`src/logic/pfil_defs.svh`:
```
// register offsets, field positions, reset values and timing counts
// assumes inclusion by the pwm fault input logic package users
`ifndef PFIL_DEFS_SVH
`define PFIL_DEFS_SVH

`define PFIL_OFS_CTRL 6'h00
`define PFIL_OFS_CMD 6'h04
`define PFIL_OFS_EVA 6'h08
`define PFIL_OFS_EVB 6'h0c
`define PFIL_OFS_FLA 6'h10
`define PFIL_OFS_FLB 6'h14
`define PFIL_OFS_DLY 6'h18
`define PFIL_OFS_BLEN 6'h1c
`define PFIL_OFS_CMP 2'h2
`define PFIL_OFS_CAPA 6'h30
`define PFIL_OFS_CAPB 6'h34
`define PFIL_OFS_STAT 6'h38

`define PFIL_CTRL_EN 0
`define PFIL_CMD_EOCUPD 0
`define PFIL_CMD_UPD 1
`define PFIL_CMD_RST 2
`define PFIL_CMD_CAPA 3
`define PFIL_CMD_CAPB 4
`define PFIL_CMD_END_OF_CYCLE_DISABLE_STROBE 5

`define PFIL_CMP_RST 12'h0ff
`define PFIL_BLEN_RST 8'h00
`define PFIL_EV_ASYNC 2'h1
`define PFIL_DSEL_BLANK 2'h1
`define PFIL_DSEL_EVOUT 2'h2

`define PFIL_M_OFF 4'h0
`define PFIL_M_1 4'h1
`define PFIL_M_2 4'h2
`define PFIL_M_3 4'h3
`define PFIL_M_4 4'h4
`define PFIL_M_5 4'h5

`define PFIL_SYNC_STAGES 2
`define PFIL_FILT_LEN 4

`endif

```
`src/logic/pfil_pkg.sv`:
```
// types shared by the pwm fault input logic
// assumes the defines header carries all numeric constants
package pfil_pkg;

  // four sequencer states of one timer cycle
  typedef enum logic [1:0] {st_dta, st_ota, st_dtb, st_otb} pfil_state_e;

  // event input configuration, one per input
  typedef struct packed {
    logic [1:0] cfg;
    logic       filter;
    logic       action;
    logic       trig_en;
  } pfil_evcfg_s;

  // delay logic configuration, double buffered
  typedef struct packed {
    logic [1:0] div;
    logic [1:0] src;
    logic [1:0] sel;
  } pfil_dlycfg_s;

endpackage

```
`src/logic/pfil_top.sv`:
```
// pwm fault input logic: event inputs, blanking, filter, sequencer, registers
// assumes an avalon-mm master on i_ref_clk and events synchronous to it
`timescale 1ns/1ps
`include "pfil_defs.svh"

module pfil_top (
  input  wire logic        i_ref_clk,
  input  wire logic        i_sys_rst,
  input  wire logic        i_event_a,
  input  wire logic        i_event_b,
  input  wire logic [5:0]  i_address,
  input  wire logic        i_read,
  input  wire logic        i_write,
  input  wire logic [31:0] i_writedata,
  output logic      [31:0] o_readdata,
  output logic             o_waitrequest,
  output logic             o_wave_out_a,
  output logic             o_wave_out_b,
  output logic             o_delay_event
);

  // state and configuration
  pfil_pkg::pfil_state_e  state_reg;
  pfil_pkg::pfil_state_e  st_next;
  pfil_pkg::pfil_evcfg_s  evc_reg [2];
  pfil_pkg::pfil_dlycfg_s dly_sh_reg;
  pfil_pkg::pfil_dlycfg_s dly_act_reg;
  logic [3:0]             fm_reg [2];
  logic [11:0]            cmp_sh_reg [4];
  logic [11:0]            cmp_act_reg [4];
  logic [11:0]            cnt_reg;
  logic [11:0]            cnt_next;
  logic [11:0]            cap_a_reg;
  logic [11:0]            cap_b_reg;
  logic [7:0]             blen_sh_reg;
  logic [7:0]             blen_act_reg;
  logic [7:0]             bcnt_reg;
  logic [2:0]             pcnt_reg;
  logic [1:0]             wait_reg;
  logic [31:0]            rd_mux;
  logic [31:0]            rdata_reg;
  logic                   en_reg;
  logic                   dis_pend_reg;
  logic                   upd_pend_reg;
  logic                   brun_reg;
  logic                   wreq_reg;
  logic                   wa_reg;
  logic                   wb_reg;
  logic                   dev_reg;

  // per-input event levels and capture edge strobes
  wire [1:0] flt_seq;
  wire [1:0] flt_ovr;
  wire [1:0] cap_ev;

  // true in dead or on time of channel a
  function automatic logic f_is_a(input pfil_pkg::pfil_state_e s);
    f_is_a = (s == pfil_pkg::st_dta) || (s == pfil_pkg::st_ota);
  endfunction

  // modes acting on the own channel only
  function automatic logic f_own(input logic [3:0] m);
    f_own = (m == `PFIL_M_1) || (m == `PFIL_M_2) || (m == `PFIL_M_3);
  endfunction

  // prescaler terminal count for divide by 1, 2, 4, 8
  function automatic logic [2:0] f_div_lim(input logic [1:0] d);
    case (d)
      2'h0:    f_div_lim = 3'h0;
      2'h1:    f_div_lim = 3'h1;
      2'h2:    f_div_lim = 3'h3;
      default: f_div_lim = 3'h7;
    endcase
  endfunction

  // bus handshake: one wait cycle, then the access completes
  wire       wr_acc  = i_write & ~wreq_reg;
  wire       wr_ctrl = wr_acc && (i_address == `PFIL_OFS_CTRL);
  wire       wr_cmd  = wr_acc && (i_address == `PFIL_OFS_CMD);
  wire       wr_cmp  = wr_acc && (i_address[5:4] == `PFIL_OFS_CMP);
  wire [1:0] cmp_idx = i_address[3:2];
  wire       wreq_next = wreq_reg ? ~(i_read | i_write) : 1'b1;

  // command strobes, acted on only while running
  wire [5:0] cmd = (wr_cmd && en_reg) ? i_writedata[5:0] : 6'h00;

  // sequencer decode
  wire [1:0]  st_idx   = state_reg;
  wire [1:0]  nxt_idx  = st_next;
  wire [11:0] cur_len  = cmp_act_reg[st_idx];
  wire        end_st   = cnt_reg == cur_len;
  wire        in_a     = f_is_a(state_reg);
  wire        jump_a   = flt_seq[0] & f_own(fm_reg[0]) & in_a;
  wire        jump_b   = flt_seq[1] & f_own(fm_reg[1]) & ~in_a;
  wire        m3a      = flt_seq[0] & (fm_reg[0] == `PFIL_M_3);
  wire        m3b      = flt_seq[1] & (fm_reg[1] == `PFIL_M_3);
  wire [1:0]  is5      = {fm_reg[1] == `PFIL_M_5, fm_reg[0] == `PFIL_M_5};
  wire [1:0]  is45     = is5 | {fm_reg[1] == `PFIL_M_4, fm_reg[0] == `PFIL_M_4};
  wire        any5     = |(flt_seq & is5);
  wire        off_all  = |(flt_ovr & is45);
  wire        hold1a   = wait_reg[0] & flt_seq[0] & (fm_reg[0] == `PFIL_M_1)
                         & (state_reg == pfil_pkg::st_dtb) & (cnt_reg == 12'h000);
  wire        hold1b   = wait_reg[1] & flt_seq[1] & (fm_reg[1] == `PFIL_M_1)
                         & (state_reg == pfil_pkg::st_dta) & (cnt_reg == 12'h000);
  wire        hold2a   = wait_reg[0] & flt_seq[0] & (fm_reg[0] == `PFIL_M_2)
                         & (state_reg == pfil_pkg::st_otb) & end_st;
  wire        hold2b   = wait_reg[1] & flt_seq[1] & (fm_reg[1] == `PFIL_M_2)
                         & (state_reg == pfil_pkg::st_ota) & end_st;
  wire        hold     = hold1a | hold1b | hold2a | hold2b;
  wire        cyc_end  = en_reg & (state_reg == pfil_pkg::st_otb)
                         & (st_next == pfil_pkg::st_dta);
  wire        load     = cmd[`PFIL_CMD_UPD] | (upd_pend_reg & cyc_end)
                         | (wr_ctrl & i_writedata[`PFIL_CTRL_EN] & ~en_reg);

  // delay logic decode, shared by blanking and output event
  wire       ptick     = pcnt_reg == f_div_lim(dly_act_reg.div);
  wire [7:0] bcnt_inc  = bcnt_reg + 8'h01;
  wire       bdone     = brun_reg & ptick & (bcnt_inc == blen_act_reg);
  wire       blank_act = brun_reg & (dly_act_reg.sel == `PFIL_DSEL_BLANK);
  wire       dtrig     = en_reg & (dly_act_reg.sel != 2'h0) & (st_next != state_reg)
                         & (nxt_idx == dly_act_reg.src);

  // outputs next: on time of own channel unless overridden
  wire wa_next = en_reg & (state_reg == pfil_pkg::st_ota) & ~off_all
                 & ~(flt_ovr[0] & f_own(fm_reg[0]));
  wire wb_next = en_reg & (state_reg == pfil_pkg::st_otb) & ~off_all
                 & ~(flt_ovr[1] & f_own(fm_reg[1]));

  // input conditioning, identical for both inputs except that blanking masks input a only
  genvar gi;
  for (gi = 0; gi < 2; gi++) begin : g_in
    logic       s1_reg;
    logic       s2_reg;
    logic       fl_reg;
    logic       pq_reg;
    logic [2:0] fs_reg;
    wire        raw  = (gi == 0) ? i_event_a : i_event_b;
    wire        proc = evc_reg[gi].filter ? fl_reg : s2_reg;
    wire        ovr  = (evc_reg[gi].cfg == `PFIL_EV_ASYNC) ? raw : proc;
    wire        mask = (gi == 0) & blank_act;
    wire        fen  = evc_reg[gi].trig_en & ~evc_reg[gi].action
                       & (fm_reg[gi] != `PFIL_M_OFF) & ~mask;

    // two-stage synchroniser, then four-sample agreement filter
    always_ff @(posedge i_ref_clk) begin
      if (i_sys_rst) begin
        s1_reg <= 1'b0;
        s2_reg <= 1'b0;
        fs_reg <= 3'h0;
        fl_reg <= 1'b0;
        pq_reg <= 1'b0;
      end else begin
        s1_reg <= raw;
        s2_reg <= s1_reg;
        fs_reg <= {fs_reg[1:0], s2_reg};
        if (&{fs_reg, s2_reg}) fl_reg <= 1'b1;
        else if (~|{fs_reg, s2_reg}) fl_reg <= 1'b0;
        pq_reg <= proc;
      end
    end

    assign flt_seq[gi] = fen & proc;
    assign flt_ovr[gi] = fen & ovr;
    assign cap_ev[gi]  = evc_reg[gi].trig_en & evc_reg[gi].action
                         & proc & ~pq_reg & ~mask;
  end

  // compare shadows and active copies
  genvar ci;
  for (ci = 0; ci < 4; ci++) begin : g_cmp
    always_ff @(posedge i_ref_clk) begin
      if (i_sys_rst) begin
        cmp_sh_reg[ci]  <= `PFIL_CMP_RST;
        cmp_act_reg[ci] <= `PFIL_CMP_RST;
      end else begin
        if (wr_cmp && (cmp_idx == ci)) cmp_sh_reg[ci] <= i_writedata[11:0];
        if (load) cmp_act_reg[ci] <= cmp_sh_reg[ci];
      end
    end
  end

  // sequencer next state, fault jumps before holds before normal steps
  always_comb begin
    st_next  = state_reg;
    cnt_next = cnt_reg + 12'h001;
    if (!en_reg || cmd[`PFIL_CMD_RST]) begin
      st_next  = pfil_pkg::st_dta;
      cnt_next = 12'h000;
    end else if (jump_a) begin
      st_next  = pfil_pkg::st_dtb;
      cnt_next = 12'h000;
    end else if (jump_b) begin
      st_next  = pfil_pkg::st_dta;
      cnt_next = 12'h000;
    end else if (any5 && state_reg == pfil_pkg::st_ota) begin
      st_next  = pfil_pkg::st_dtb;
      cnt_next = 12'h000;
    end else if (any5 && state_reg == pfil_pkg::st_otb) begin
      st_next  = pfil_pkg::st_dta;
      cnt_next = 12'h000;
    end else if (hold) begin
      cnt_next = cnt_reg;
    end else if (end_st) begin
      cnt_next = 12'h000;
      case (state_reg)
        pfil_pkg::st_dta: st_next = any5 ? pfil_pkg::st_dtb : pfil_pkg::st_ota;
        pfil_pkg::st_ota: st_next = m3b ? pfil_pkg::st_dta : pfil_pkg::st_dtb;
        pfil_pkg::st_dtb: st_next = any5 ? pfil_pkg::st_dta : pfil_pkg::st_otb;
        default:          st_next = m3a ? pfil_pkg::st_dtb : pfil_pkg::st_dta;
      endcase
    end
  end

  // sequencer state, wait flags, captures and outputs
  always_ff @(posedge i_ref_clk) begin
    if (i_sys_rst) begin
      state_reg <= pfil_pkg::st_dta;
      cnt_reg   <= 12'h000;
      wait_reg  <= 2'h0;
      cap_a_reg <= 12'h000;
      cap_b_reg <= 12'h000;
      wa_reg    <= 1'b0;
      wb_reg    <= 1'b0;
    end else begin
      state_reg <= st_next;
      cnt_reg   <= cnt_next;
      if (jump_a) wait_reg[0] <= 1'b1;
      else if (st_next == pfil_pkg::st_dta) wait_reg[0] <= 1'b0;
      if (jump_b) wait_reg[1] <= 1'b1;
      else if (st_next == pfil_pkg::st_dtb) wait_reg[1] <= 1'b0;
      if (cap_ev[0] || cmd[`PFIL_CMD_CAPA]) cap_a_reg <= cnt_reg;
      if (cap_ev[1] || cmd[`PFIL_CMD_CAPB]) cap_b_reg <= cnt_reg;
      wa_reg <= wa_next;
      wb_reg <= wb_next;
    end
  end

  // software registers: enable, pending strobes, static and buffered config
  always_ff @(posedge i_ref_clk) begin
    if (i_sys_rst) begin
      en_reg       <= 1'b0;
      dis_pend_reg <= 1'b0;
      upd_pend_reg <= 1'b0;
      evc_reg[0]   <= '0;
      evc_reg[1]   <= '0;
      fm_reg[0]    <= `PFIL_M_OFF;
      fm_reg[1]    <= `PFIL_M_OFF;
      dly_sh_reg   <= '0;
      dly_act_reg  <= '0;
      blen_sh_reg  <= `PFIL_BLEN_RST;
      blen_act_reg <= `PFIL_BLEN_RST;
    end else begin
      if (wr_ctrl) en_reg <= i_writedata[`PFIL_CTRL_EN];
      else if (dis_pend_reg && cyc_end) en_reg <= 1'b0;
      if (cmd[`PFIL_CMD_END_OF_CYCLE_DISABLE_STROBE]) dis_pend_reg <= 1'b1;
      else if (cyc_end || !en_reg) dis_pend_reg <= 1'b0;
      if (cmd[`PFIL_CMD_EOCUPD]) upd_pend_reg <= 1'b1;
      else if (cyc_end || !en_reg) upd_pend_reg <= 1'b0;
      if (!en_reg && wr_acc) begin
        if (i_address == `PFIL_OFS_EVA) evc_reg[0] <= i_writedata[4:0];
        if (i_address == `PFIL_OFS_EVB) evc_reg[1] <= i_writedata[4:0];
        if (i_address == `PFIL_OFS_FLA) fm_reg[0] <= i_writedata[3:0];
        if (i_address == `PFIL_OFS_FLB) fm_reg[1] <= i_writedata[3:0];
      end
      if (wr_acc && i_address == `PFIL_OFS_DLY) dly_sh_reg <= i_writedata[5:0];
      if (wr_acc && i_address == `PFIL_OFS_BLEN) blen_sh_reg <= i_writedata[7:0];
      if (load) begin
        dly_act_reg  <= dly_sh_reg;
        blen_act_reg <= blen_sh_reg;
      end
    end
  end

  // delay counter: prescaled count up to the blanking length
  always_ff @(posedge i_ref_clk) begin
    if (i_sys_rst) begin
      brun_reg <= 1'b0;
      bcnt_reg <= 8'h00;
      pcnt_reg <= 3'h0;
      dev_reg  <= 1'b0;
    end else begin
      dev_reg <= bdone & (dly_act_reg.sel == `PFIL_DSEL_EVOUT);
      if (!en_reg) begin
        brun_reg <= 1'b0;
      end else if (dtrig) begin
        brun_reg <= blen_act_reg != 8'h00;
        bcnt_reg <= 8'h00;
        pcnt_reg <= 3'h0;
      end else if (brun_reg) begin
        if (ptick) begin
          pcnt_reg <= 3'h0;
          bcnt_reg <= bcnt_inc;
          if (bdone) brun_reg <= 1'b0;
        end else begin
          pcnt_reg <= pcnt_reg + 3'h1;
        end
      end
    end
  end

  // read mux, unmapped offsets read zero
  always_comb begin
    rd_mux = 32'h0000_0000;
    if (i_address == `PFIL_OFS_CTRL) rd_mux = {31'h0, en_reg};
    else if (i_address == `PFIL_OFS_EVA) rd_mux = {27'h0, evc_reg[0]};
    else if (i_address == `PFIL_OFS_EVB) rd_mux = {27'h0, evc_reg[1]};
    else if (i_address == `PFIL_OFS_FLA) rd_mux = {28'h0, fm_reg[0]};
    else if (i_address == `PFIL_OFS_FLB) rd_mux = {28'h0, fm_reg[1]};
    else if (i_address == `PFIL_OFS_DLY) rd_mux = {26'h0, dly_sh_reg};
    else if (i_address == `PFIL_OFS_BLEN) rd_mux = {24'h0, blen_sh_reg};
    else if (i_address[5:4] == `PFIL_OFS_CMP) rd_mux = {20'h0, cmp_sh_reg[cmp_idx]};
    else if (i_address == `PFIL_OFS_CAPA) rd_mux = {20'h0, cap_a_reg};
    else if (i_address == `PFIL_OFS_CAPB) rd_mux = {20'h0, cap_b_reg};
    else if (i_address == `PFIL_OFS_STAT)
      rd_mux = {24'h0, dis_pend_reg, upd_pend_reg, flt_seq, blank_act, st_idx, en_reg};
  end

  // bus slave flops
  always_ff @(posedge i_ref_clk) begin
    if (i_sys_rst) begin
      wreq_reg  <= 1'b1;
      rdata_reg <= 32'h0000_0000;
    end else begin
      wreq_reg <= wreq_next;
      if (i_read && wreq_reg) rdata_reg <= rd_mux;
    end
  end

  assign o_readdata    = rdata_reg;
  assign o_waitrequest = wreq_reg;
  assign o_wave_out_a  = wa_reg;
  assign o_wave_out_b  = wb_reg;
  assign o_delay_event = dev_reg;

  // checks
  property p_dis_now;
    @(posedge i_ref_clk) disable iff (i_sys_rst)
    wr_ctrl && !i_writedata[`PFIL_CTRL_EN] |=> !en_reg ##1 !o_wave_out_a && !o_wave_out_b;
  endproperty
  a_dis_now: assert property (p_dis_now) else $error("enable clear did not stop");

  property p_dis_eoc;
    @(posedge i_ref_clk) disable iff (i_sys_rst)
    dis_pend_reg && cyc_end && !wr_ctrl |=> !en_reg && state_reg == pfil_pkg::st_dta;
  endproperty
  a_dis_eoc: assert property (p_dis_eoc) else $error("cycle end disable missed");

  property p_trig_off;
    @(posedge i_ref_clk) disable iff (i_sys_rst)
    !evc_reg[1].trig_en |-> !flt_seq[1] && !cap_ev[1];
  endproperty
  a_trig_off: assert property (p_trig_off) else $error("disabled input acted");

  property p_mode_off;
    @(posedge i_ref_clk) disable iff (i_sys_rst)
    en_reg && state_reg == pfil_pkg::st_ota && fm_reg[0] == `PFIL_M_OFF
      && fm_reg[1] == `PFIL_M_OFF |=> o_wave_out_a;
  endproperty
  a_mode_off: assert property (p_mode_off) else $error("mode zero touched output");

  property p_filter;
    @(posedge i_ref_clk) disable iff (i_sys_rst)
    $rose(g_in[0].fl_reg) |-> $past(g_in[0].s2_reg, 1) && $past(g_in[0].s2_reg, 2)
      && $past(g_in[0].s2_reg, 3) && $past(g_in[0].s2_reg, 4);
  endproperty
  a_filter: assert property (p_filter) else $error("short pulse passed filter");

  property p_mode1_jump;
    @(posedge i_ref_clk) disable iff (i_sys_rst)
    en_reg && !wr_ctrl && !cmd[`PFIL_CMD_RST] && jump_a
      |=> state_reg == pfil_pkg::st_dtb && cnt_reg == 12'h000 ##1 !o_wave_out_a;
  endproperty
  a_mode1_jump: assert property (p_mode1_jump) else $error("own fault no jump");

  property p_hold;
    @(posedge i_ref_clk) disable iff (i_sys_rst)
    en_reg && !wr_ctrl && !cmd[`PFIL_CMD_RST] && hold && !any5 && !jump_a && !jump_b
      |=> $stable(cnt_reg) && $stable(state_reg);
  endproperty
  a_hold: assert property (p_hold) else $error("counter moved during wait");

  property p_mode5;
    @(posedge i_ref_clk) disable iff (i_sys_rst)
    en_reg && !wr_ctrl && !cmd[`PFIL_CMD_RST] && any5 && state_reg == pfil_pkg::st_ota
      |=> state_reg == pfil_pkg::st_dtb ##1 !o_wave_out_a && !o_wave_out_b;
  endproperty
  a_mode5: assert property (p_mode5) else $error("mode five no dead time");

  property p_order;
    @(posedge i_ref_clk) disable iff (i_sys_rst)
    en_reg && !wr_ctrl && !cmd[`PFIL_CMD_RST] && flt_seq == 2'h0 && end_st
      && state_reg == pfil_pkg::st_dtb |=> state_reg == pfil_pkg::st_otb;
  endproperty
  a_order: assert property (p_order) else $error("state order broken");

  property p_blank;
    @(posedge i_ref_clk) disable iff (i_sys_rst)
    blank_act |-> !flt_seq[0] && !flt_ovr[0] && !cap_ev[0];
  endproperty
  a_blank: assert property (p_blank) else $error("blanked event used");

endmodule

```
`config.mk`:
```
export PLATFORM = sky130hd
export DESIGN_NAME = pfil_top
export DESIGN_NICKNAME = d
export VERILOG_FILES = /design/src/logic/pfil_pkg.sv /design/src/logic/pfil_top.sv
export VERILOG_INCLUDE_DIRS = /design/src /design/src/logic
export SDC_FILE = /design/constraint.sdc
export NUM_CORES = 1
export LEC_CHECK = 0
export ABC_CLOCK_PERIOD_IN_PS = 5500
export BUFFER_PORTS_ARGS = -buffer_cell sky130_fd_sc_hd__buf_2
export CORE_MARGIN = 1
export CORE_UTILIZATION = 25
export CTS_CLUSTER_SIZE = 10
export DETAILED_ROUTE_END_ITERATION = 16
export GPL_ROUTABILITY_DRIVEN = 0
export GPL_TIMING_DRIVEN = 0
export REMOVE_ABC_BUFFERS = 1
export SYNTH_ARGS = -nofsm -noshare
export SYNTH_HDL_FRONTEND = slang
export SYNTH_SLANG_ARGS = --single-unit
export TNS_END_PERCENT = 10
```
`constraint.sdc`:
```
create_clock -name i_ref_clk -period 5.5 [get_ports i_ref_clk]
set_input_delay 0.275 -clock i_ref_clk [delete_from_list [all_inputs] [get_ports i_ref_clk]]
set_output_delay 0.275 -clock i_ref_clk [all_outputs]
set_load 0.01 [all_outputs]
```
## After elaboration in Yosys (flattened, before gate mapping)

Memory sizes are Yosys's and may differ from the RTL's. A register that Yosys moved wholly into a read port is not among the register bits.
Cells that the tools add are included.

- Register bits: 133
- Bits in writable memories: 114
- Word-level logic and storage cells: 324
- Memories: 4
- Bits of input ports: 44

- Bitwise logic cells: 89
- Add/sub/neg operators: 3
- Multiplexer cells: 99
- Equality and inequality tests: 41
- Reduce and logical (&&, ||, !) cells: 53

Memories:

| name | depth | bits a word | read ports | clocked after Yosys merged registers in | write ports | RTL line | source |
|---|---|---|---|---|---|---|---|
| cmp_act_reg | 4 | 12 | 1 | 1 | 4 | pfil_top.sv:30 | `logic [11:0] cmp_act_reg [4];` |
| cmp_sh_reg | 4 | 12 | 5 | 0 | 4 | pfil_top.sv:29 | `logic [11:0] cmp_sh_reg [4];` |
| evc_reg | 2 | 5 | 2 | 0 | 2 | pfil_top.sv:25 | `pfil_pkg::pfil_evcfg_s evc_reg [2];` |
| fm_reg | 2 | 4 | 2 | 0 | 2 | pfil_top.sv:28 | `logic [3:0] fm_reg [2];` |

Operators by type and width:

| operator | count |
|---|---|
| two-way mux 12 bit | 19 |
| AND 1 bit | 56 |
| two-way mux 1 bit | 54 |
| two-way mux 8 bit | 4 |
| == test 6 x 5 -> 1 bit, second input constant | 4 |
| two-way mux 2 bit | 12 |
| == test 6 bit, second input constant | 3 |
| bitwise OR 1 bit | 18 |
| == test 2 bit, second input constant | 8 |
| == test 4 x 2 -> 1 bit, second input constant | 4 |
| == test 4 x 3 -> 1 bit, second input constant | 4 |
| nonzero test 2 bit | 8 |
| logical AND 1 bit | 15 |
| adder 12 x 1 -> 12 bit, second input constant | 1 |
| == test 12 bit | 1 |
| == test 2 x 1 -> 1 bit, second input constant | 6 |
| == test 6 x 4 -> 1 bit, second input constant | 2 |
| logical NOT 12 bit | 1 |
| inverter 1 bit | 12 |
| two-way mux 5 bit | 2 |
| logical OR 1 bit | 9 |
| two-way mux 3 bit | 3 |
| case mux 3 bit (3 select lines) | 1 |
| adder 8 x 1 -> 8 bit, second input constant | 1 |
| other kinds (24) | 37 |

## Depth between registers and ports, before layout

An unclocked memory read counts as a cell.

- Depth after elaboration: 28
- Mapped depth: 13

## Least setup slack after synthesis

No wires, ideal clock.

- Kind: reg2reg
- Start: register state_reg[0] (netlist: st_idx[0])
- End: memory cmp_act_reg[0][0] (enable)
- Setup slack: 1.407 ns
- Path buffers: 4
- Arrival time: 3.507 ns
- Setup time: 0.586 ns
- Cell stages (with the launch flop): 14
- Period minus slack after synthesis: 4.093 ns
- Cell sequence: dfxtp_1 buf_6 buf_8 mux4_2 xnor2_1 nand4_1 nor3_4 a31oi_1 a211o_2 nand4_4 o21a_1 buf_6 buf_2 nand2_1

RTL lines:

| element | RTL line | source |
|---|---|---|
| start: declaration | pfil_top.sv:23 | `pfil_pkg::pfil_state_e state_reg;` |
| start signal: assignment | pfil_top.sv:217 | `state_reg <= pfil_pkg::st_dta;` |
| start signal: assignment | pfil_top.sv:225 | `state_reg <= st_next;` |
| end: declaration | pfil_top.sv:30 |  |

==> summary.txt <==
Min path
  • Hold Crit Class: in -> reg

Logic synthesis
  • Post-synth ARST share: 0
  • Top_reg_cell synth: edfxtp_1
  • Leading post-synthesis cells by cell area: edfxtp_1 31%, dfxtp_1 21%, mux4_2 5.0%, mux2i_1 4.2%, nand2_1 3.4%
  • Seq/Total Area, Yosys: 0.522
  • Number of synthesized flops with an enable pin: 114
  • Post-Syn Area: about 11000 um2
  • Cells after Synth: about 1000
  • Synth top area share: 0.314
  • Netlist cell types: between 70 and 80
  • Top-count cell post-synth: edfxtp_1
  • Cell taking the most area after synthesis: edfxtp_1
  • Commonest cells post-synth: 114 x edfxtp_1, 113 x dfxtp_1, 99 x nand2_1
  • Yosys reg bits: roughly 230
  • YS warnings: 0
  • Avg Cell Area, Syn: around 11 um2

Power and ir drop
  • Leak: 3.82 nW
  • Comb power frac: 0.052
  • Sw power: a little over 800 uW
  • Sw frac: 0.230
  • Clk network pwr share: 0.437
  • P_int: approximately 2.7 mW
  • Reg power frac: 0.511
  • VDD IR max: around 0.00016 V
  • P per Cell Area: approximately 290 nW/um2

Final layout
  • Final Net Count: between 1000 and 1500
  • Antenna Cells: 0
  • Area Growth Syn to Fin: 13.8%
  • Layout cells sized above 1: 0.127
  • Final Non-Filler Cells: between 1500 and 2000
  • FILL cells: 4499

STA
  • Hold WS: 0.00736 ns
  • Slew margin rel.: 0.157
  • Final Hold Viols: 0
  • Fmax: ~200 MHz
  • Skew final: between 0.01 and 0.015 ns
  • Setup violators final: 0
  • Final worst-path cycle share: 0.896
  • Fin crit period: about 4.9 ns
  • RSZ-0062 raised after global routing: no
  • Slew @ Worst Pin: 1.26 ns
  • Final Max Slew Viols: 0
  • Setup slack after layout: 0.570 ns

Global route
  • Initial antenna violation count: 0
  • GRT Total Usage: 0.127
  • First-pass GRT wire length: roughly 44000 um
  • Number of global-route vias before repair: 7497
  • Largest net degree at the start of global routing: 67
  • Grt total ovfl: 0

Critical path
  • Critical path peak fanout: 33
  • CP endpoint kind: register
  • Worst EP required: slightly below 6 ns
  • Crit path DAT: around 5.2 ns
  • Startpoint Class: register
  • Crit path kind: reg -> reg

Placed design
  • Setup WS pre-CTS: 0.551 ns
  • Placed insts: 1588
  • Post-detail-place hpwl: 19900 um
  • PortBufs: 39

Routing
  • DR vias/cell: 4.77
  • DR WL/cell: about 17 um
  • Iter 0 DRT Violations: approximately 630
  • DR pass1 iterations: 6
  • # DRC: 0
  • Via Count: 7793
  • Final ANT Viol Nets: 0
  • Post-Route WL: 28100 um

Outcome
  • Outcome: finished, final reports clean

Floorplanning
  • Core ar.: 43000 um2
  • Die width: 211 um
  • Number of I/O pins: 80
  • Site Rows: between 70 and 80
  • Die Ht: 211 um
  • Initial Util: 0.253
  • Die Footprint: 44400 um2

Clock tree
  • CTS Buffer Depth: 3
  • Total CTS buffers: 26
  • Skew-Pair Late Insertion Delay: around 0.53 ns
  • CTS tree: yes
  • Clk root buf: clkbuf_16
  • Setup Buffers After CTS: 0
  • Clock slew seen by the registers of the worst setup and hold paths: 0.06 ns
  • Clock sinks: 227
  • Number of H-tree levels: 1

Job
  • Max cap viols: 0
## cell families (layout without fill, tap and decap cells)
family                     after synthesis  count (layout)  share of synthesized area
AOI/OAI and AO/OA                      138             138                     0.0858
xor gates and xnor gates                38              38                     0.0306
adders and majority gates                4               4                    0.00460
buffers and inverters                  104             112                     0.0487
DFF                                    227             227                      0.522
muxes                                   75              75                     0.0974
other                                    1              20                   0.000344
and+or+nand+nor                        436             436                      0.210
## cell usage in the layout, fill, tap and decap left out, types with 24 or more instances in the layout
cell / n
a21oi_1: 37
and2_1: 30
buf_2: 38
clkbuf_16: 26
dfxtp_1: 112
edfxtp_1: 114
mux2i_1: 46
mux4_2: 24
nand2_1: 98
nand2b_1: 25
nand3_1: 37
nor2_1: 83
o21ai_0: 27
or3_1: 53
xnor2_1: 28
## power by group through the flow
stage          Clock, mW  Combinational [mW]  Sequential (mW)
2_1_floorplan          0              0.0840             1.85
3_3_place_gp           0               0.168             1.85
3_5_place_dp           0               0.182             1.85
4_1_cts             1.58               0.184             1.81
5_1_grt             1.65               0.200             1.82
6_report            1.55               0.184             1.81
## area by class of cell
cell class                 instances  area [um2]  share of cell area
timing repair buffer              53         379              0.0306
clock inverter                     1        16.3             0.00131
multi-input combinational        711        4810               0.388
clock buffer                      44         718              0.0580
tap                              585         732              0.0591
inverter                          14        52.6             0.00424
sequential                       227        5690               0.459
## worst paths after layout
check                 startpoint                 end  slack (ns)  cells after the start
setup / recovery       st_idx[1]  cmp_act_reg[0][11]        0.57                     11
hold / removal         i_event_a      g_in[0].s1_reg       0.007                      2
setup reg to reg       st_idx[1]  cmp_act_reg[0][11]        0.57                     11
hold reg to reg   g_in[1].s1_reg      g_in[1].s2_reg        0.43                      1
## layer usage
layer / routed length [um] / vias to the layer above / GRT usage / part of all wire
met4: 513 / 0 / 0.0320 / 0.018
li1: - / 3709 / - / -
met5: 0 / - / 0 / 0
met2: 14000 / 221 / 0.220 / 0.50
met1: 12000 / 3824 / 0.164 / 0.43
met3: 1610 / 39 / 0.0198 / 0.057
## worst max-delay path, cell delays in order (launching register included)
cell and delay [ns]:
dfxtp_1 1.12, mux4_2 0.47, xnor2_1 0.18, nand4_1 0.19
nor3_4 0.40, a31oi_1 0.16, a211o_2 0.44, nand4_4 0.16
o21a_2 0.61, buf_12 0.27, nand2_2 0.28, buf_12 0.33
## per-stage QoR
step                      power [mW]  setup TNS [ns]  utilization  instance area [um2]
after detailed placement        2.03               0        0.271                11600
after floorplan                 1.93          -14.32            -                10500
after global placement          2.02         -133.53        0.265                11400
after global routing            3.66               0        0.288                12400
final                           3.55               0        0.288                12400
after CTS                       3.57               0        0.288                12400
## repair_timing
action,in CTS,in global routing
hold endpoints to repair,1,0
resized for setup,0,0
hold buffers,2,0
(Power assumes the default switching activity.)
